`src/inc/esr_params.svh`:
```
/*
  Constants for the erase, suspend and resume sequencer: opcodes, flag
  positions, register offsets, frame lengths and default cycle counts.
  Assumes inclusion by bare name from every file that needs a figure.
*/
`ifndef ESR_PARAMS_SVH
`define ESR_PARAMS_SVH

////////////////////////////////////////////////////////////////////////////
// Opcodes
`define OP_WREN 8'h06
`define OP_WRDI 8'h04
`define OP_CLRFS 8'h50
`define OP_SSE_A 8'h52
`define OP_SSE_B 8'h20
`define OP_SE 8'hD8
`define OP_BE_A 8'hC7
`define OP_BE_B 8'h60
`define OP_SUSP 8'h75
`define OP_RES 8'h7A
`define OP_PP 8'h02
`define OP_RDSR 8'h05
`define OP_RDFS 8'h70

////////////////////////////////////////////////////////////////////////////
// Flag status bits and reset value
`define FS_RESET 8'h80
`define FS_READY 7
`define FS_ESUS 6
`define FS_EERR 5
`define FS_PERR 4
`define FS_PSUS 2
`define FS_PROT 1

////////////////////////////////////////////////////////////////////////////
// Frame lengths in bytes
`define LEN_CMD 3'h1
`define LEN_ADDR 3'h4
`define LEN_PROG 3'h5
`define LEN_SAT 3'h7

////////////////////////////////////////////////////////////////////////////
// Array geometry
`define NSUB 256
`define NSEC 16
`define ADDR_SUB_MSB 19
`define ADDR_SUB_LSB 12
`define SEC_MSB 7
`define SEC_LSB 4

////////////////////////////////////////////////////////////////////////////
// Register byte offsets
`define REG_STATUS 5'h00
`define REG_LOCK 5'h04
`define REG_BSEL 5'h08
`define REG_BLANK 5'h0C
`define REG_CTRL 5'h10

////////////////////////////////////////////////////////////////////////////
// Default cycle counts at the system clock
`define DEF_SSE_CYC 16'h0190
`define DEF_SE_CYC 16'h0640
`define DEF_BE_CYC 16'h1900
`define DEF_PP_CYC 16'h00C8
`define DEF_LAT_CYC 16'h0028
`define DEF_TOUT_CYC 16'h4E20

`endif

```
`src/inc/esr_pkg.sv`:
```
/*
  Types shared by the sequencer files: bus request, frame events, erase
  kind and the sequencer state. Assumes nothing of its surroundings.
*/
package esr_pkg;

  typedef struct packed {
    logic read;
    logic write;
    logic [4:0] address;
    logic [3:0] byteenable;
    logic [31:0] writedata;
  } av_req_t;

  typedef struct packed {
    logic start;
    logic stop;
    logic byte_valid;
    logic aligned;
    logic [7:0] data;
  } frame_t;

  typedef enum logic [1:0] {K_SUB, K_SEC, K_BULK} erase_kind_t;

  typedef enum logic [1:0] {ST_IDLE, ST_ERASE, ST_PROG, ST_SUSPENDING} st_t;

endpackage : esr_pkg

```
`src/logic/op_timer.sv`:
```
/*
  Elapsed-time counter for one self-timed array operation.
  Assumes start is a one-cycle pulse and run is held while it may advance.
*/
`timescale 1ns/10ps
module op_timer (
  input wire logic clk,
  input wire logic rst,
  input wire logic start,
  input wire logic run,
  input wire logic slow,
  input wire logic [15:0] duration,
  input wire logic [15:0] limit,
  output logic done,
  output logic tout
);
  import esr_pkg::*;

  logic [15:0] elapsed;

  // Held while paused, so a resume continues where it stopped
  always_ff @(posedge clk) begin
    if (rst || start) begin
      elapsed <= 16'h0000;
    end else if (run) begin
      elapsed <= elapsed + 16'h0001;
    end
  end

  assign done = run && !slow && (elapsed == duration - 16'h0001);
  assign tout = run && !done && (elapsed == limit - 16'h0001);

endmodule : op_timer

```
`src/logic/serial_frontend.sv`:
```
/*
  Serial pin front end: synchronises clock, select and data, frames
  bytes and shifts a status byte out on lane 1.
  Assumes the serial clock is far slower than the system clock.
*/
`timescale 1ns/10ps
module serial_frontend (
  input wire logic clk,
  input wire logic rst,
  input wire logic sclk,
  input wire logic sel_n,
  input wire logic din,
  input wire logic tx_load,
  input wire logic [7:0] tx_byte,
  output esr_pkg::frame_t frame,
  output logic dout,
  output logic doe
);
  import esr_pkg::*;

  logic [2:0] sclk_s;
  logic [2:0] sel_s;
  logic [1:0] din_s;
  logic [2:0] bit_cnt;
  logic [2:0] next_cnt;
  logic [7:0] shift;
  logic [7:0] tx_sh;
  logic tx_on;
  logic rise;
  logic fall;
  logic sel_low;

  ////////////////////////////////////////////////////////////////////////
  // Only stages 1 and 2 are looked at
  always_ff @(posedge clk) begin
    if (rst) begin
      sclk_s <= 3'h0;
      sel_s <= 3'h7;
      din_s <= 2'h0;
    end else begin
      sclk_s <= {sclk_s[1:0], sclk};
      sel_s <= {sel_s[1:0], sel_n};
      din_s <= {din_s[0], din};
    end
  end

  assign rise = sclk_s[1] && !sclk_s[2];
  assign fall = !sclk_s[1] && sclk_s[2];
  assign sel_low = !sel_s[1] && !sel_s[2];
  assign next_cnt = (sel_low && rise) ? bit_cnt + 3'h1 : bit_cnt;

  ////////////////////////////////////////////////////////////////////////
  always_ff @(posedge clk) begin
    if (rst) begin
      frame <= '0;
      bit_cnt <= 3'h0;
      shift <= 8'h00;
    end else begin
      frame.start <= !sel_s[1] && sel_s[2];
      frame.stop <= sel_s[1] && !sel_s[2];
      frame.byte_valid <= 1'b0;
      frame.aligned <= (next_cnt == 3'h0);
      if (!sel_s[1] && sel_s[2]) begin
        bit_cnt <= 3'h0;
      end else if (sel_low && rise) begin
        shift <= {shift[6:0], din_s[1]};
        bit_cnt <= next_cnt;
        if (bit_cnt == 3'h7) begin
          frame.byte_valid <= 1'b1;
          frame.data <= {shift[6:0], din_s[1]};
        end
      end
    end
  end

  ////////////////////////////////////////////////////////////////////////
  // Output changes on the falling edge so the host samples on the rise
  always_ff @(posedge clk) begin
    if (rst) begin
      tx_sh <= 8'h00;
      tx_on <= 1'b0;
      dout <= 1'b0;
      doe <= 1'b0;
    end else if (sel_s[1]) begin
      tx_on <= 1'b0;
      doe <= 1'b0;
    end else if (tx_load) begin
      tx_sh <= tx_byte;
      tx_on <= 1'b1;
    end else if (tx_on && fall) begin
      dout <= tx_sh[7];
      tx_sh <= {tx_sh[6:0], 1'b0};
      doe <= 1'b1;
    end
  end

endmodule : serial_frontend

```
`src/logic/erase_suspend_resume_control.sv`:
```
/*
  Erase, suspend and resume sequencer of a serial NOR flash, with a
  blank map per subsector, sector locks and an Avalon-MM slave.
  Assumes SCLK, SEL_N and the lanes come from pins of another domain and
  the serial clock runs well below a quarter of CLK_SYS.
*/
// Design decisions made here: the Avalon-MM interface to the registers and the address map.
`timescale 1ns/10ps
`include "esr_params.svh"
module erase_suspend_resume_control #(
  parameter logic [15:0] SSE_CYC = `DEF_SSE_CYC,
  parameter logic [15:0] SE_CYC = `DEF_SE_CYC,
  parameter logic [15:0] BE_CYC = `DEF_BE_CYC,
  parameter logic [15:0] PP_CYC = `DEF_PP_CYC,
  parameter logic [15:0] LAT_CYC = `DEF_LAT_CYC,
  parameter logic [15:0] TOUT_CYC = `DEF_TOUT_CYC
) (
  input wire logic CLK_SYS,
  input wire logic RST,
  input wire esr_pkg::av_req_t AV_REQ,
  output logic [31:0] AV_READDATA,
  output logic AV_WAITREQUEST,
  input wire logic SCLK,
  input wire logic SEL_N,
  input wire logic [3:0] SERIAL_IO_LANES_IN,
  output logic [3:0] SERIAL_IO_LANES_OUT,
  output logic [3:0] SERIAL_IO_LANES_OE
);
  import esr_pkg::*;

  frame_t frame;
  st_t st;
  erase_kind_t ekind;
  logic [7:0] fs;
  logic wel;
  logic wip;
  logic erase_held;
  logic prog_held;
  logic susp_prog;
  logic [15:0] lat_cnt;
  logic [7:0] esub;
  logic [7:0] psub;
  logic [7:0] cmd;
  logic [2:0] nbytes;
  logic [23:0] addr;
  logic [15:0] lock;
  logic [7:0] bsel;
  logic slow;
  logic [`NSUB-1:0] blank;
  logic e_start;
  logic p_start;
  logic e_done;
  logic e_tout;
  logic p_done;
  logic p_tout;
  logic tx_load;
  logic [7:0] tx_byte;
  logic dout;
  logic doe;
  logic [31:0] rd_word;
  logic [7:0] rd_cmd;
  logic [7:0] sub_sel;
  logic [15:0] e_dur;
  logic exec;
  logic run_erase;
  logic run_prog;
  logic cur_done;
  logic cur_tout;
  logic erase_blocked;
  logic erase_ok;
  logic erase_fin;
  logic prog_fin;

  ////////////////////////////////////////////////////////////////////////
  // Decoding helpers
  function automatic logic is_erase(input logic [7:0] op);
    is_erase = (op == `OP_SSE_A) || (op == `OP_SSE_B) || (op == `OP_SE) ||
               (op == `OP_BE_A) || (op == `OP_BE_B);
  endfunction : is_erase

  function automatic erase_kind_t kind_of(input logic [7:0] op);
    if ((op == `OP_BE_A) || (op == `OP_BE_B)) begin
      kind_of = K_BULK;
    end else if (op == `OP_SE) begin
      kind_of = K_SEC;
    end else begin
      kind_of = K_SUB;
    end
  endfunction : kind_of

  function automatic logic [2:0] erase_len(input logic [7:0] op);
    erase_len = (kind_of(op) == K_BULK) ? `LEN_CMD : `LEN_ADDR;
  endfunction : erase_len

  function automatic logic [3:0] sec_of(input logic [7:0] s);
    sec_of = s[`SEC_MSB:`SEC_LSB];
  endfunction : sec_of

  ////////////////////////////////////////////////////////////////////////
  // Pins and timers
  serial_frontend u_front (
    .clk(CLK_SYS),
    .rst(RST),
    .sclk(SCLK),
    .sel_n(SEL_N),
    .din(SERIAL_IO_LANES_IN[0]),
    .tx_load(tx_load),
    .tx_byte(tx_byte),
    .frame(frame),
    .dout(dout),
    .doe(doe)
  );

  op_timer u_etimer (
    .clk(CLK_SYS),
    .rst(RST),
    .start(e_start),
    .run(run_erase),
    .slow(slow),
    .duration(e_dur),
    .limit(TOUT_CYC),
    .done(e_done),
    .tout(e_tout)
  );

  op_timer u_ptimer (
    .clk(CLK_SYS),
    .rst(RST),
    .start(p_start),
    .run(run_prog),
    .slow(slow),
    .duration(PP_CYC),
    .limit(TOUT_CYC),
    .done(p_done),
    .tout(p_tout)
  );

  // Straight from the front end flops; another stage misses the next rise
  assign SERIAL_IO_LANES_OUT = {2'h0, dout, 1'h0};
  assign SERIAL_IO_LANES_OE = {2'h0, doe, 1'h0};

  ////////////////////////////////////////////////////////////////////////
  // Frame collection
  always_ff @(posedge CLK_SYS) begin
    if (RST) begin
      cmd <= 8'h00;
      nbytes <= 3'h0;
      addr <= 24'h000000;
      tx_load <= 1'b0;
      tx_byte <= 8'h00;
    end else begin
      tx_load <= frame.byte_valid &&
                 ((rd_cmd == `OP_RDFS) || (rd_cmd == `OP_RDSR));
      tx_byte <= (rd_cmd == `OP_RDFS) ? fs : {6'h00, wel, wip};
      if (frame.start) begin
        nbytes <= 3'h0;
      end else if (frame.byte_valid) begin
        if (nbytes == 3'h0) begin
          cmd <= frame.data;
        end else if (nbytes < `LEN_ADDR) begin
          addr <= {addr[15:0], frame.data};
        end
        if (nbytes != `LEN_SAT) begin
          nbytes <= nbytes + 3'h1;
        end
      end
    end
  end

  assign rd_cmd = (nbytes == 3'h0) ? frame.data : cmd;
  assign sub_sel = addr[`ADDR_SUB_MSB:`ADDR_SUB_LSB];
  assign exec = frame.stop && frame.aligned;
  assign run_erase = (st == ST_ERASE) || ((st == ST_SUSPENDING) && !susp_prog);
  assign run_prog = (st == ST_PROG) || ((st == ST_SUSPENDING) && susp_prog);
  assign cur_done = (run_erase && e_done) || (run_prog && p_done);
  assign cur_tout = (run_erase && e_tout) || (run_prog && p_tout);
  assign erase_fin = run_erase && e_done;
  assign prog_fin = run_prog && p_done;
  assign erase_blocked = (kind_of(cmd) == K_BULK) ? |lock :
                         lock[sec_of(sub_sel)];
  assign erase_ok = is_erase(cmd) && wel && !erase_held && !prog_held &&
                    (nbytes == erase_len(cmd));
  assign e_dur = (ekind == K_BULK) ? BE_CYC :
                 (ekind == K_SEC) ? SE_CYC : SSE_CYC;

  ////////////////////////////////////////////////////////////////////////
  // Sequencer; later assignments win, so error sets beat a clear
  always_ff @(posedge CLK_SYS) begin
    if (RST) begin
      st <= ST_IDLE;
      fs <= `FS_RESET;
      wel <= 1'b0;
      wip <= 1'b0;
      erase_held <= 1'b0;
      prog_held <= 1'b0;
      susp_prog <= 1'b0;
      lat_cnt <= 16'h0000;
      ekind <= K_SUB;
      esub <= 8'h00;
      psub <= 8'h00;
      e_start <= 1'b0;
      p_start <= 1'b0;
    end else begin
      e_start <= 1'b0;
      p_start <= 1'b0;
      if (exec && (cmd == `OP_CLRFS) && (nbytes == `LEN_CMD)) begin
        fs[`FS_EERR] <= 1'b0;
        fs[`FS_PERR] <= 1'b0;
        fs[`FS_PROT] <= 1'b0;
      end
      case (st)
        ST_IDLE: begin
          if (exec && (nbytes == `LEN_CMD) && (cmd == `OP_WREN)) begin
            wel <= 1'b1;
          end else if (exec && (nbytes == `LEN_CMD) && (cmd == `OP_WRDI)) begin
            wel <= 1'b0;
          end else if (exec && erase_ok) begin
            if (erase_blocked) begin
              fs[`FS_PROT] <= 1'b1;
              fs[`FS_EERR] <= 1'b1;
            end else begin
              st <= ST_ERASE;
              wip <= 1'b1;
              fs[`FS_READY] <= 1'b0;
              ekind <= kind_of(cmd);
              esub <= sub_sel;
              e_start <= 1'b1;
            end
          end else if (exec && (cmd == `OP_PP) && wel && !prog_held &&
                       (nbytes >= `LEN_PROG)) begin
            if (erase_held && (sec_of(sub_sel) == sec_of(esub))) begin
              fs[`FS_PERR] <= 1'b1;
            end else if (lock[sec_of(sub_sel)]) begin
              fs[`FS_PROT] <= 1'b1;
              fs[`FS_PERR] <= 1'b1;
            end else begin
              st <= ST_PROG;
              wip <= 1'b1;
              fs[`FS_READY] <= 1'b0;
              psub <= sub_sel;
              p_start <= 1'b1;
            end
          end else if (exec && (cmd == `OP_RES) && (nbytes == `LEN_CMD)) begin
            if (prog_held) begin
              prog_held <= 1'b0;
              st <= ST_PROG;
              wip <= 1'b1;
              fs[`FS_READY] <= 1'b0;
              fs[`FS_PSUS] <= 1'b0;
            end else if (erase_held) begin
              erase_held <= 1'b0;
              st <= ST_ERASE;
              wip <= 1'b1;
              fs[`FS_READY] <= 1'b0;
              fs[`FS_ESUS] <= 1'b0;
            end
          end
        end
        ST_ERASE, ST_PROG, ST_SUSPENDING: begin
          if (cur_done || cur_tout) begin
            st <= ST_IDLE;
            wip <= 1'b0;
            wel <= 1'b0;
            fs[`FS_READY] <= 1'b1;
            if (st == ST_SUSPENDING) begin
              fs[susp_prog ? `FS_PSUS : `FS_ESUS] <= 1'b0;
            end
            if (cur_tout) begin
              fs[run_prog ? `FS_PERR : `FS_EERR] <= 1'b1;
            end
          end else if (st == ST_SUSPENDING) begin
            if (lat_cnt == LAT_CYC - 16'h0001) begin
              st <= ST_IDLE;
              wip <= 1'b0;
              fs[`FS_READY] <= 1'b1;
              if (susp_prog) begin
                prog_held <= 1'b1;
              end else begin
                erase_held <= 1'b1;
              end
            end else begin
              lat_cnt <= lat_cnt + 16'h0001;
            end
          end else if (exec && (cmd == `OP_SUSP) && (nbytes == `LEN_CMD)) begin
            st <= ST_SUSPENDING;
            susp_prog <= (st == ST_PROG);
            lat_cnt <= 16'h0000;
            fs[(st == ST_PROG) ? `FS_PSUS : `FS_ESUS] <= 1'b1;
          end
        end
        default: begin
          st <= ST_IDLE;
        end
      endcase
    end
  end

  ////////////////////////////////////////////////////////////////////////
  // Blank map, one bit per subsector; stands in for the cell array
  for (genvar i = 0; i < `NSUB; i++) begin : g_blank
    always_ff @(posedge CLK_SYS) begin
      if (RST) begin
        blank[i] <= 1'b0;
      end else if (erase_fin && ((ekind == K_BULK) ||
                   ((ekind == K_SEC) && (sec_of(8'(i)) == sec_of(esub))) ||
                   ((ekind == K_SUB) && (8'(i) == esub)))) begin
        blank[i] <= 1'b1;
      end else if (prog_fin && (8'(i) == psub)) begin
        blank[i] <= 1'b0;
      end
    end
  end

  ////////////////////////////////////////////////////////////////////////
  // Avalon slave: answers one cycle after the request
  always_comb begin
    rd_word = 32'h00000000;
    case (AV_REQ.address)
      `REG_STATUS: rd_word = {16'h0000, fs, 6'h00, wel, wip};
      `REG_LOCK: rd_word = {16'h0000, lock};
      `REG_BSEL: rd_word = {24'h000000, bsel};
      `REG_BLANK: rd_word = {31'h00000000, blank[bsel]};
      `REG_CTRL: rd_word = {31'h00000000, slow};
      default: rd_word = 32'h00000000;
    endcase
  end

  always_ff @(posedge CLK_SYS) begin
    if (RST) begin
      AV_WAITREQUEST <= 1'b1;
      AV_READDATA <= 32'h00000000;
      lock <= 16'h0000;
      bsel <= 8'h00;
      slow <= 1'b0;
    end else begin
      AV_WAITREQUEST <= !((AV_REQ.read || AV_REQ.write) && AV_WAITREQUEST);
      if (AV_REQ.read && AV_WAITREQUEST) begin
        AV_READDATA <= rd_word;
      end
      if (AV_REQ.write && !AV_WAITREQUEST) begin
        if ((AV_REQ.address == `REG_LOCK) && AV_REQ.byteenable[0]) begin
          lock[7:0] <= AV_REQ.writedata[7:0];
        end
        if ((AV_REQ.address == `REG_LOCK) && AV_REQ.byteenable[1]) begin
          lock[15:8] <= AV_REQ.writedata[15:8];
        end
        if ((AV_REQ.address == `REG_BSEL) && AV_REQ.byteenable[0]) begin
          bsel <= AV_REQ.writedata[7:0];
        end
        if ((AV_REQ.address == `REG_CTRL) && AV_REQ.byteenable[0]) begin
          slow <= AV_REQ.writedata[0];
        end
      end
    end
  end

  ////////////////////////////////////////////////////////////////////////
  // Checks
  a_erase_busy: assert property (@(posedge CLK_SYS) disable iff (RST)
    (st == ST_ERASE) |-> (wip && !fs[`FS_READY]))
    else $error("erase running without busy flags");

  a_no_wel_ignore: assert property (@(posedge CLK_SYS) disable iff (RST)
    ((st == ST_IDLE) && exec && is_erase(cmd) && !wel) |=>
    ((st == ST_IDLE) && $stable(fs)))
    else $error("erase without write enable acted");

  a_unaligned_stop: assert property (@(posedge CLK_SYS) disable iff (RST)
    ((st == ST_IDLE) && frame.stop && !frame.aligned) |=>
    ((st == ST_IDLE) && $stable(wel) && $stable(fs)))
    else $error("unaligned frame executed");

  a_protect_flags: assert property (@(posedge CLK_SYS) disable iff (RST)
    ((st == ST_IDLE) && exec && erase_ok && erase_blocked) |=>
    (fs[`FS_PROT] && fs[`FS_EERR] && wel && (st == ST_IDLE)))
    else $error("protected erase not refused");

  a_end_clears: assert property (@(posedge CLK_SYS) disable iff (RST)
    (cur_done || cur_tout) |=> (!wel && !wip && fs[`FS_READY]))
    else $error("operation end left enable or busy");

  a_timeout_flag: assert property (@(posedge CLK_SYS) disable iff (RST)
    (run_erase && e_tout) |=> (fs[`FS_EERR] && !wel))
    else $error("erase timeout not flagged");

  a_suspend_bit: assert property (@(posedge CLK_SYS) disable iff (RST)
    ((st == ST_ERASE) && !cur_done && !cur_tout && exec &&
     (cmd == `OP_SUSP) && (nbytes == `LEN_CMD)) |=>
    (fs[`FS_ESUS] && (st == ST_SUSPENDING) && !fs[`FS_READY]))
    else $error("erase suspend bit not set");

  a_suspend_ready: assert property (@(posedge CLK_SYS) disable iff (RST)
    ((st == ST_SUSPENDING) && !cur_done && !cur_tout &&
     (lat_cnt == LAT_CYC - 16'h0001)) |=>
    (fs[`FS_READY] && (st == ST_IDLE) && (erase_held || prog_held)))
    else $error("suspend did not reach ready");

  a_late_finish: assert property (@(posedge CLK_SYS) disable iff (RST)
    ((st == ST_SUSPENDING) && !susp_prog && e_done) |=>
    (!fs[`FS_ESUS] && !erase_held))
    else $error("finished erase left suspend bit");

  a_nest_order: assert property (@(posedge CLK_SYS) disable iff (RST)
    ((st == ST_IDLE) && prog_held && erase_held && exec &&
     (cmd == `OP_RES) && (nbytes == `LEN_CMD)) |=>
    ((st == ST_PROG) && erase_held && !prog_held))
    else $error("nested resume out of order");

  a_resume_none: assert property (@(posedge CLK_SYS) disable iff (RST)
    ((st == ST_IDLE) && !prog_held && !erase_held && exec &&
     (cmd == `OP_RES)) |=> ((st == ST_IDLE) && !wip))
    else $error("resume with nothing suspended acted");

  a_susp_sector: assert property (@(posedge CLK_SYS) disable iff (RST)
    ((st == ST_IDLE) && exec && (cmd == `OP_PP) && wel && erase_held &&
     !prog_held && (nbytes >= `LEN_PROG) &&
     (sec_of(sub_sel) == sec_of(esub))) |=>
    (fs[`FS_PERR] && wel && (st == ST_IDLE)))
    else $error("program into suspended sector ran");

  a_bulk_fill: assert property (@(posedge CLK_SYS) disable iff (RST)
    (erase_fin && (ekind == K_BULK)) |=> (&blank))
    else $error("bulk erase left cells");

endmodule : erase_suspend_resume_control

```
`config.mk`:
```
export PLATFORM = sky130hd
export DESIGN_NAME = erase_suspend_resume_control
export DESIGN_NICKNAME = d
export VERILOG_FILES = /design/src/inc/esr_pkg.sv /design/src/logic/op_timer.sv /design/src/logic/serial_frontend.sv /design/src/logic/erase_suspend_resume_control.sv
export VERILOG_INCLUDE_DIRS = /design/src /design/src/inc
export SDC_FILE = /design/constraint.sdc
export NUM_CORES = 1
export LEC_CHECK = 0
export ABC_CLOCK_PERIOD_IN_PS = 4400
export BUFFER_PORTS_ARGS = -buffer_cell sky130_fd_sc_hd__buf_2
export CAP_MARGIN = 20
export CORE_ASPECT_RATIO = 2
export CORE_MARGIN = 2
export CORE_UTILIZATION = 55
export DETAILED_ROUTE_END_ITERATION = 16
export PLACE_DENSITY_LB_ADDON = 0.1
export SYNTH_ARGS = -nofsm -noshare
export SYNTH_HDL_FRONTEND = slang
export SYNTH_SLANG_ARGS = --single-unit
```
`constraint.sdc`:
```
create_clock -name CLK_SYS -period 4.4 [get_ports CLK_SYS]
set_clock_uncertainty 0.1 [all_clocks]
set_input_delay 0.88 -clock CLK_SYS [delete_from_list [all_inputs] [get_ports CLK_SYS]]
set_output_delay 0.88 -clock CLK_SYS [all_outputs]
set_load 0.02 [all_outputs]
```
==> impl_results.rst <==
.. list-table::
   :header-rows: 1

   * - Metric
     - Value
   * - Instance count on the critical path
     - 9
   * - Number of synthesized register bits
     - 459
   * - Origin of the worst setup path
     - st[0]
   * - Measured slew at the worst slew-check pin
     - 1.28 ns
   * - Class of the most critical setup path
     - reg -> reg
   * - Fill count
     - 3,566
   * - Die width
     - ~150 microns
   * - Number of non-filler instances in the completed layout
     - 3,241
   * - Maximum capacitance violations
     - 0
   * - Critical Path Fanout Max
     - 19
   * - Hold_ws
     - 0.318 ns
   * - Number of buffers inserted during clock tree synthesis
     - 42
   * - Primary FF master, synth
     - sky130_fd_sc_hd__dfxtp_1
   * - Placer congestion estimate
     - 0.950
   * - Post-layout power
     - 8700 uW
   * - Post-detailed-route via-to-cell ratio
     - ~6.5
   * - Fraction of layout cells with a size suffix above 1
     - 8.86%
   * - Placed Cells incl. Taps
     - 3,162
   * - Core Area
     - 40,200 sq um
   * - Clock network latency to the later pin of the worst-skew pair
     - 0.57 ns
   * - Die height
     - 289 microns
   * - Area Growth Syn to Fin
     - 7.78%
   * - Hold Path Cell Cnt
     - 1
   * - TritonCTS clock tree
     - yes
   * - Data required, critical path
     - about 4.8 ns
   * - RSZ-0062 raised after global routing
     - false
   * - Maximum level of the CTS H-tree
     - 2
   * - Count of TritonRoute iterations in the first routing pass
     - 9
   * - Slew headroom
     - between 10% and 20%
   * - Final WL
     - approximately 75,000 microns
   * - Vias in the first global route
     - 20.1k
   * - Initial Util
     - between 50% and 60%
   * - Maximum clock rate
     - between 0.2 and 0.3 GHz
   * - Iteration-0 DRC Markers
     - 2,205
   * - Number of top-level pins
     - 92
   * - Type of the tightest min-delay check
     - reg -> reg
   * - Avg WL per Cell
     - around 23 microns
   * - Global-route wire length before repair
     - approximately 110,000 microns
   * - Clock root buffer
     - sky130_fd_sc_hd__clkbuf_16
   * - Post-synthesis instance area
     - 22,400 sq um
   * - Power per cell area
     - 361 nW/um^2
   * - Worst reg-to-reg path cell count
     - 9
   * - Avg Synthesized Cell Area
     - 8.04 sq um
   * - Clock-pin transition on the worst setup and hold timing paths
     - 0.06 ns
   * - Resized Gates After CTS
     - 0
   * - Count of synthesis-stage warnings from yosys
     - 0
   * - Leakage component of the power
     - 0.00751 uW
   * - Kind of cell with the highest combined delay on the critical path
     - simple AND/OR/NAND/NOR gates
   * - Number of unique standard cell types used by synthesis
     - a little over 70
   * - VDD IR-drop max
     - approximately 330 uV
   * - Startpoint of the most critical register-to-register path
     - st[0]
   * - Post-detail-place hpwl
     - 49,500 microns
   * - Via count of the routed design
     - 21.0k
   * - Count of flip-flops with a built-in enable after synthesis
     - 0
   * - Arrival time at the worst endpoint
     - roughly 4.0 ns
   * - Crit path cell chain
     - ha_1 -> a21o_1 -> nand3_1 -> nor3_2 -> buf_4 -> a2111o_1 -> nand2b_1 -> nand2_1 -> nor2_1
   * - Post-CTS Setup Inserts
     - 0
   * - Maximum cell stage delay along the critical path
     - around 0.6 ns
   * - Std-Cell Rows
     - around 100
   * - Number of remaining DRC errors
     - 0
   * - Sequential element share of the synthesized area
     - between 40 and 50%
   * - Largest net degree at the start of global routing
     - ~160
   * - Nature of the critical path endpoint
     - register
   * - Start point of the worst min-delay path
     - u_front.sel_s[0]
   * - Accumulated negative setup slack
     - 0 ns
   * - Synth Instances
     - between 2k and 3k
   * - ANT nets after route
     - 0
   * - Hold Violations, Final
     - 0
   * - Finish-stage setup viols
     - 0
   * - Worst Setup Start Kind
     - register
   * - Crit-path slowest cell
     - sky130_fd_sc_hd__nor3_2
   * - Total count of max-transition violations in the final report
     - 0
   * - CTS Hold Bufs
     - 0
   * - Final-stage net count
     - 2,750
   * - Number of buffers and inverters on the critical path
     - 1
   * - Number of clock sinks
     - between 400 and 500
   * - Utilization of the core after routing
     - between 60% and 70%
   * - Crit share post-route
     - 81.8%
   * - Die Outline Area
     - 42,400 sq um
   * - All-Layer GR Usage
     - 34.6%
   * - Status
     - finished, final reports clean
   * - Port Buffers
     - 48
   * - Buffer depth of the longest clock path
     - 3
   * - Total congestion overflow
     - 0
   * - Initial antenna violation count
     - 2
   * - Final critical delay including setup and external delays
     - between 3 and 4 ns
   * - Fraction of registers with async set or reset after synthesis
     - 0%
-- synth_stat cells, types with 9 or more instances --
cell / number / area, sq um
sky130_fd_sc_hd__a21oi_1: 320 / 1600
sky130_fd_sc_hd__or2_2: 9 / 56.3
sky130_fd_sc_hd__nor4_1: 19 / 119
sky130_fd_sc_hd__nor3_1: 35 / 175
sky130_fd_sc_hd__nor2_1: 427 / 1600
sky130_fd_sc_hd__a22oi_1: 11 / 82.6
sky130_fd_sc_hd__a211oi_1: 14 / 105
sky130_fd_sc_hd__mux4_2: 55 / 1240
sky130_fd_sc_hd__o21bai_1: 17 / 128
sky130_fd_sc_hd__buf_4: 29 / 218
sky130_fd_sc_hd__inv_1: 23 / 86.3
sky130_fd_sc_hd__nand3_1: 66 / 330
sky130_fd_sc_hd__clkbuf_1: 202 / 758
sky130_fd_sc_hd__nor4b_1: 9 / 78.8
sky130_fd_sc_hd__o21ai_0: 534 / 2670
sky130_fd_sc_hd__and2_1: 12 / 75.1
sky130_fd_sc_hd__nand2_1: 160 / 601
sky130_fd_sc_hd__ha_1: 18 / 225
sky130_fd_sc_hd__xor2_1: 14 / 123
sky130_fd_sc_hd__nand4_1: 25 / 156
sky130_fd_sc_hd__and3_1: 10 / 62.6
sky130_fd_sc_hd__or3_1: 10 / 62.6
sky130_fd_sc_hd__mux2i_1: 93 / 931
sky130_fd_sc_hd__dfxtp_1: 459 / 9190
sky130_fd_sc_hd__o22ai_1: 12 / 75.1
sky130_fd_sc_hd__xnor2_1: 31 / 272
sky130_fd_sc_hd__buf_2: 15 / 75.1
sky130_fd_sc_hd__nor2b_1: 32 / 200
sky130_fd_sc_hd__a222oi_1: 13 / 130
-- final timing paths --
check                      to  slack (ns)
max                lat_cnt[3]        0.80
max reg2reg        lat_cnt[3]        0.80
min reg2reg  u_front.sel_s[1]        0.32
min          u_front.sel_s[1]        0.32
-- worst register-to-register path: cells and delay by family (launching register included) --
family / cells / cell delay, ns
AO/OA/AOI/OAI: 2 / 0.77
adder cells (fa/ha/maj): 1 / 0.36
buffers and inverters: 1 / 0.45
flip-flops: 1 / 0.36
AND/OR/NAND/NOR: 5 / 1.48
-- report_power, final --
part           switching (uW)  internal (uW)  total [uW]
registers                35.6           4190        4220
logic                     320            145         465
clock network            1660           2350        4010
total                    2010           6680        8700
-- cells by family after synthesis --
logic type,synth area share (%)
AO/OA/AOI/OAI,23.2
buffers and inverters,5.50
other,0.0168
XOR/XNOR,1.76
AND/OR/NAND/NOR,17.7
adder cells (fa/ha/maj),1.01
multiplexers,9.79
flip-flops,41.1
-- stage by stage --
step	worst slack, ns	cell area (sq um)
2_1_floorplan	1.74	22500
3_3_place_gp	0.973	22600
3_5_place_dp	0.888	22600
4_1_cts	0.855	24000
5_1_grt	0.670	24100
6_report	0.801	24100
-- sequential cells by signal (all words and copies together) (netlist names), 12 cells and up --
signal and cells:
u_ptimer.elapsed 16, lock 16, lat_cnt 16, u_etimer.elapsed 16
AV_READDATA 16, u_front.frame 12, blank 256, addr 20
-- cell type report --
cell class,count,area (sq um),area share (%)
diodes,1,2.50,0.0104
flip-flops and latches,459,9200,38.1
multi-input cells,2067,12100,50.0
repair buffers,88,632,2.62
inverters,23,86.3,0.358
well taps,530,663,2.75
clock buffers,58,1220,5.08
clock inverters,15,250,1.04
-- placed cells by master (no fill, tap or decap), types with 32 or more instances in the layout --
| cell | n |
|---|---|
| sky130_fd_sc_hd__nor3_1 | 33 |
| sky130_fd_sc_hd__nand2_1 | 160 |
| sky130_fd_sc_hd__clkbuf_16 | 45 |
| sky130_fd_sc_hd__buf_2 | 47 |
| sky130_fd_sc_hd__nor2b_1 | 32 |
| sky130_fd_sc_hd__buf_4 | 34 |
| sky130_fd_sc_hd__a21oi_1 | 320 |
| sky130_fd_sc_hd__nand3_1 | 66 |
| sky130_fd_sc_hd__nor2_1 | 427 |
| sky130_fd_sc_hd__dfxtp_1 | 457 |
| sky130_fd_sc_hd__o21ai_0 | 534 |
| sky130_fd_sc_hd__mux4_2 | 55 |
| sky130_fd_sc_hd__mux2i_1 | 93 |
-- metal layers --
| metal | part of all wire, % | wire [microns] | vias up | track usage, % |
|---|---|---|---|---|
| met3 | 8.4 | 6340 | 386 | 5.86 |
| met1 | 33 | 24600 | 9899 | 35.9 |
| met2 | 49 | 37200 | 1144 | 60.6 |
| met5 | 0.017 | 13 | - | 0 |
| met4 | 9.7 | 7310 | 2 | 29.2 |
| li1 | - | - | 9616 | - |
(Power assumes the default switching activity.)
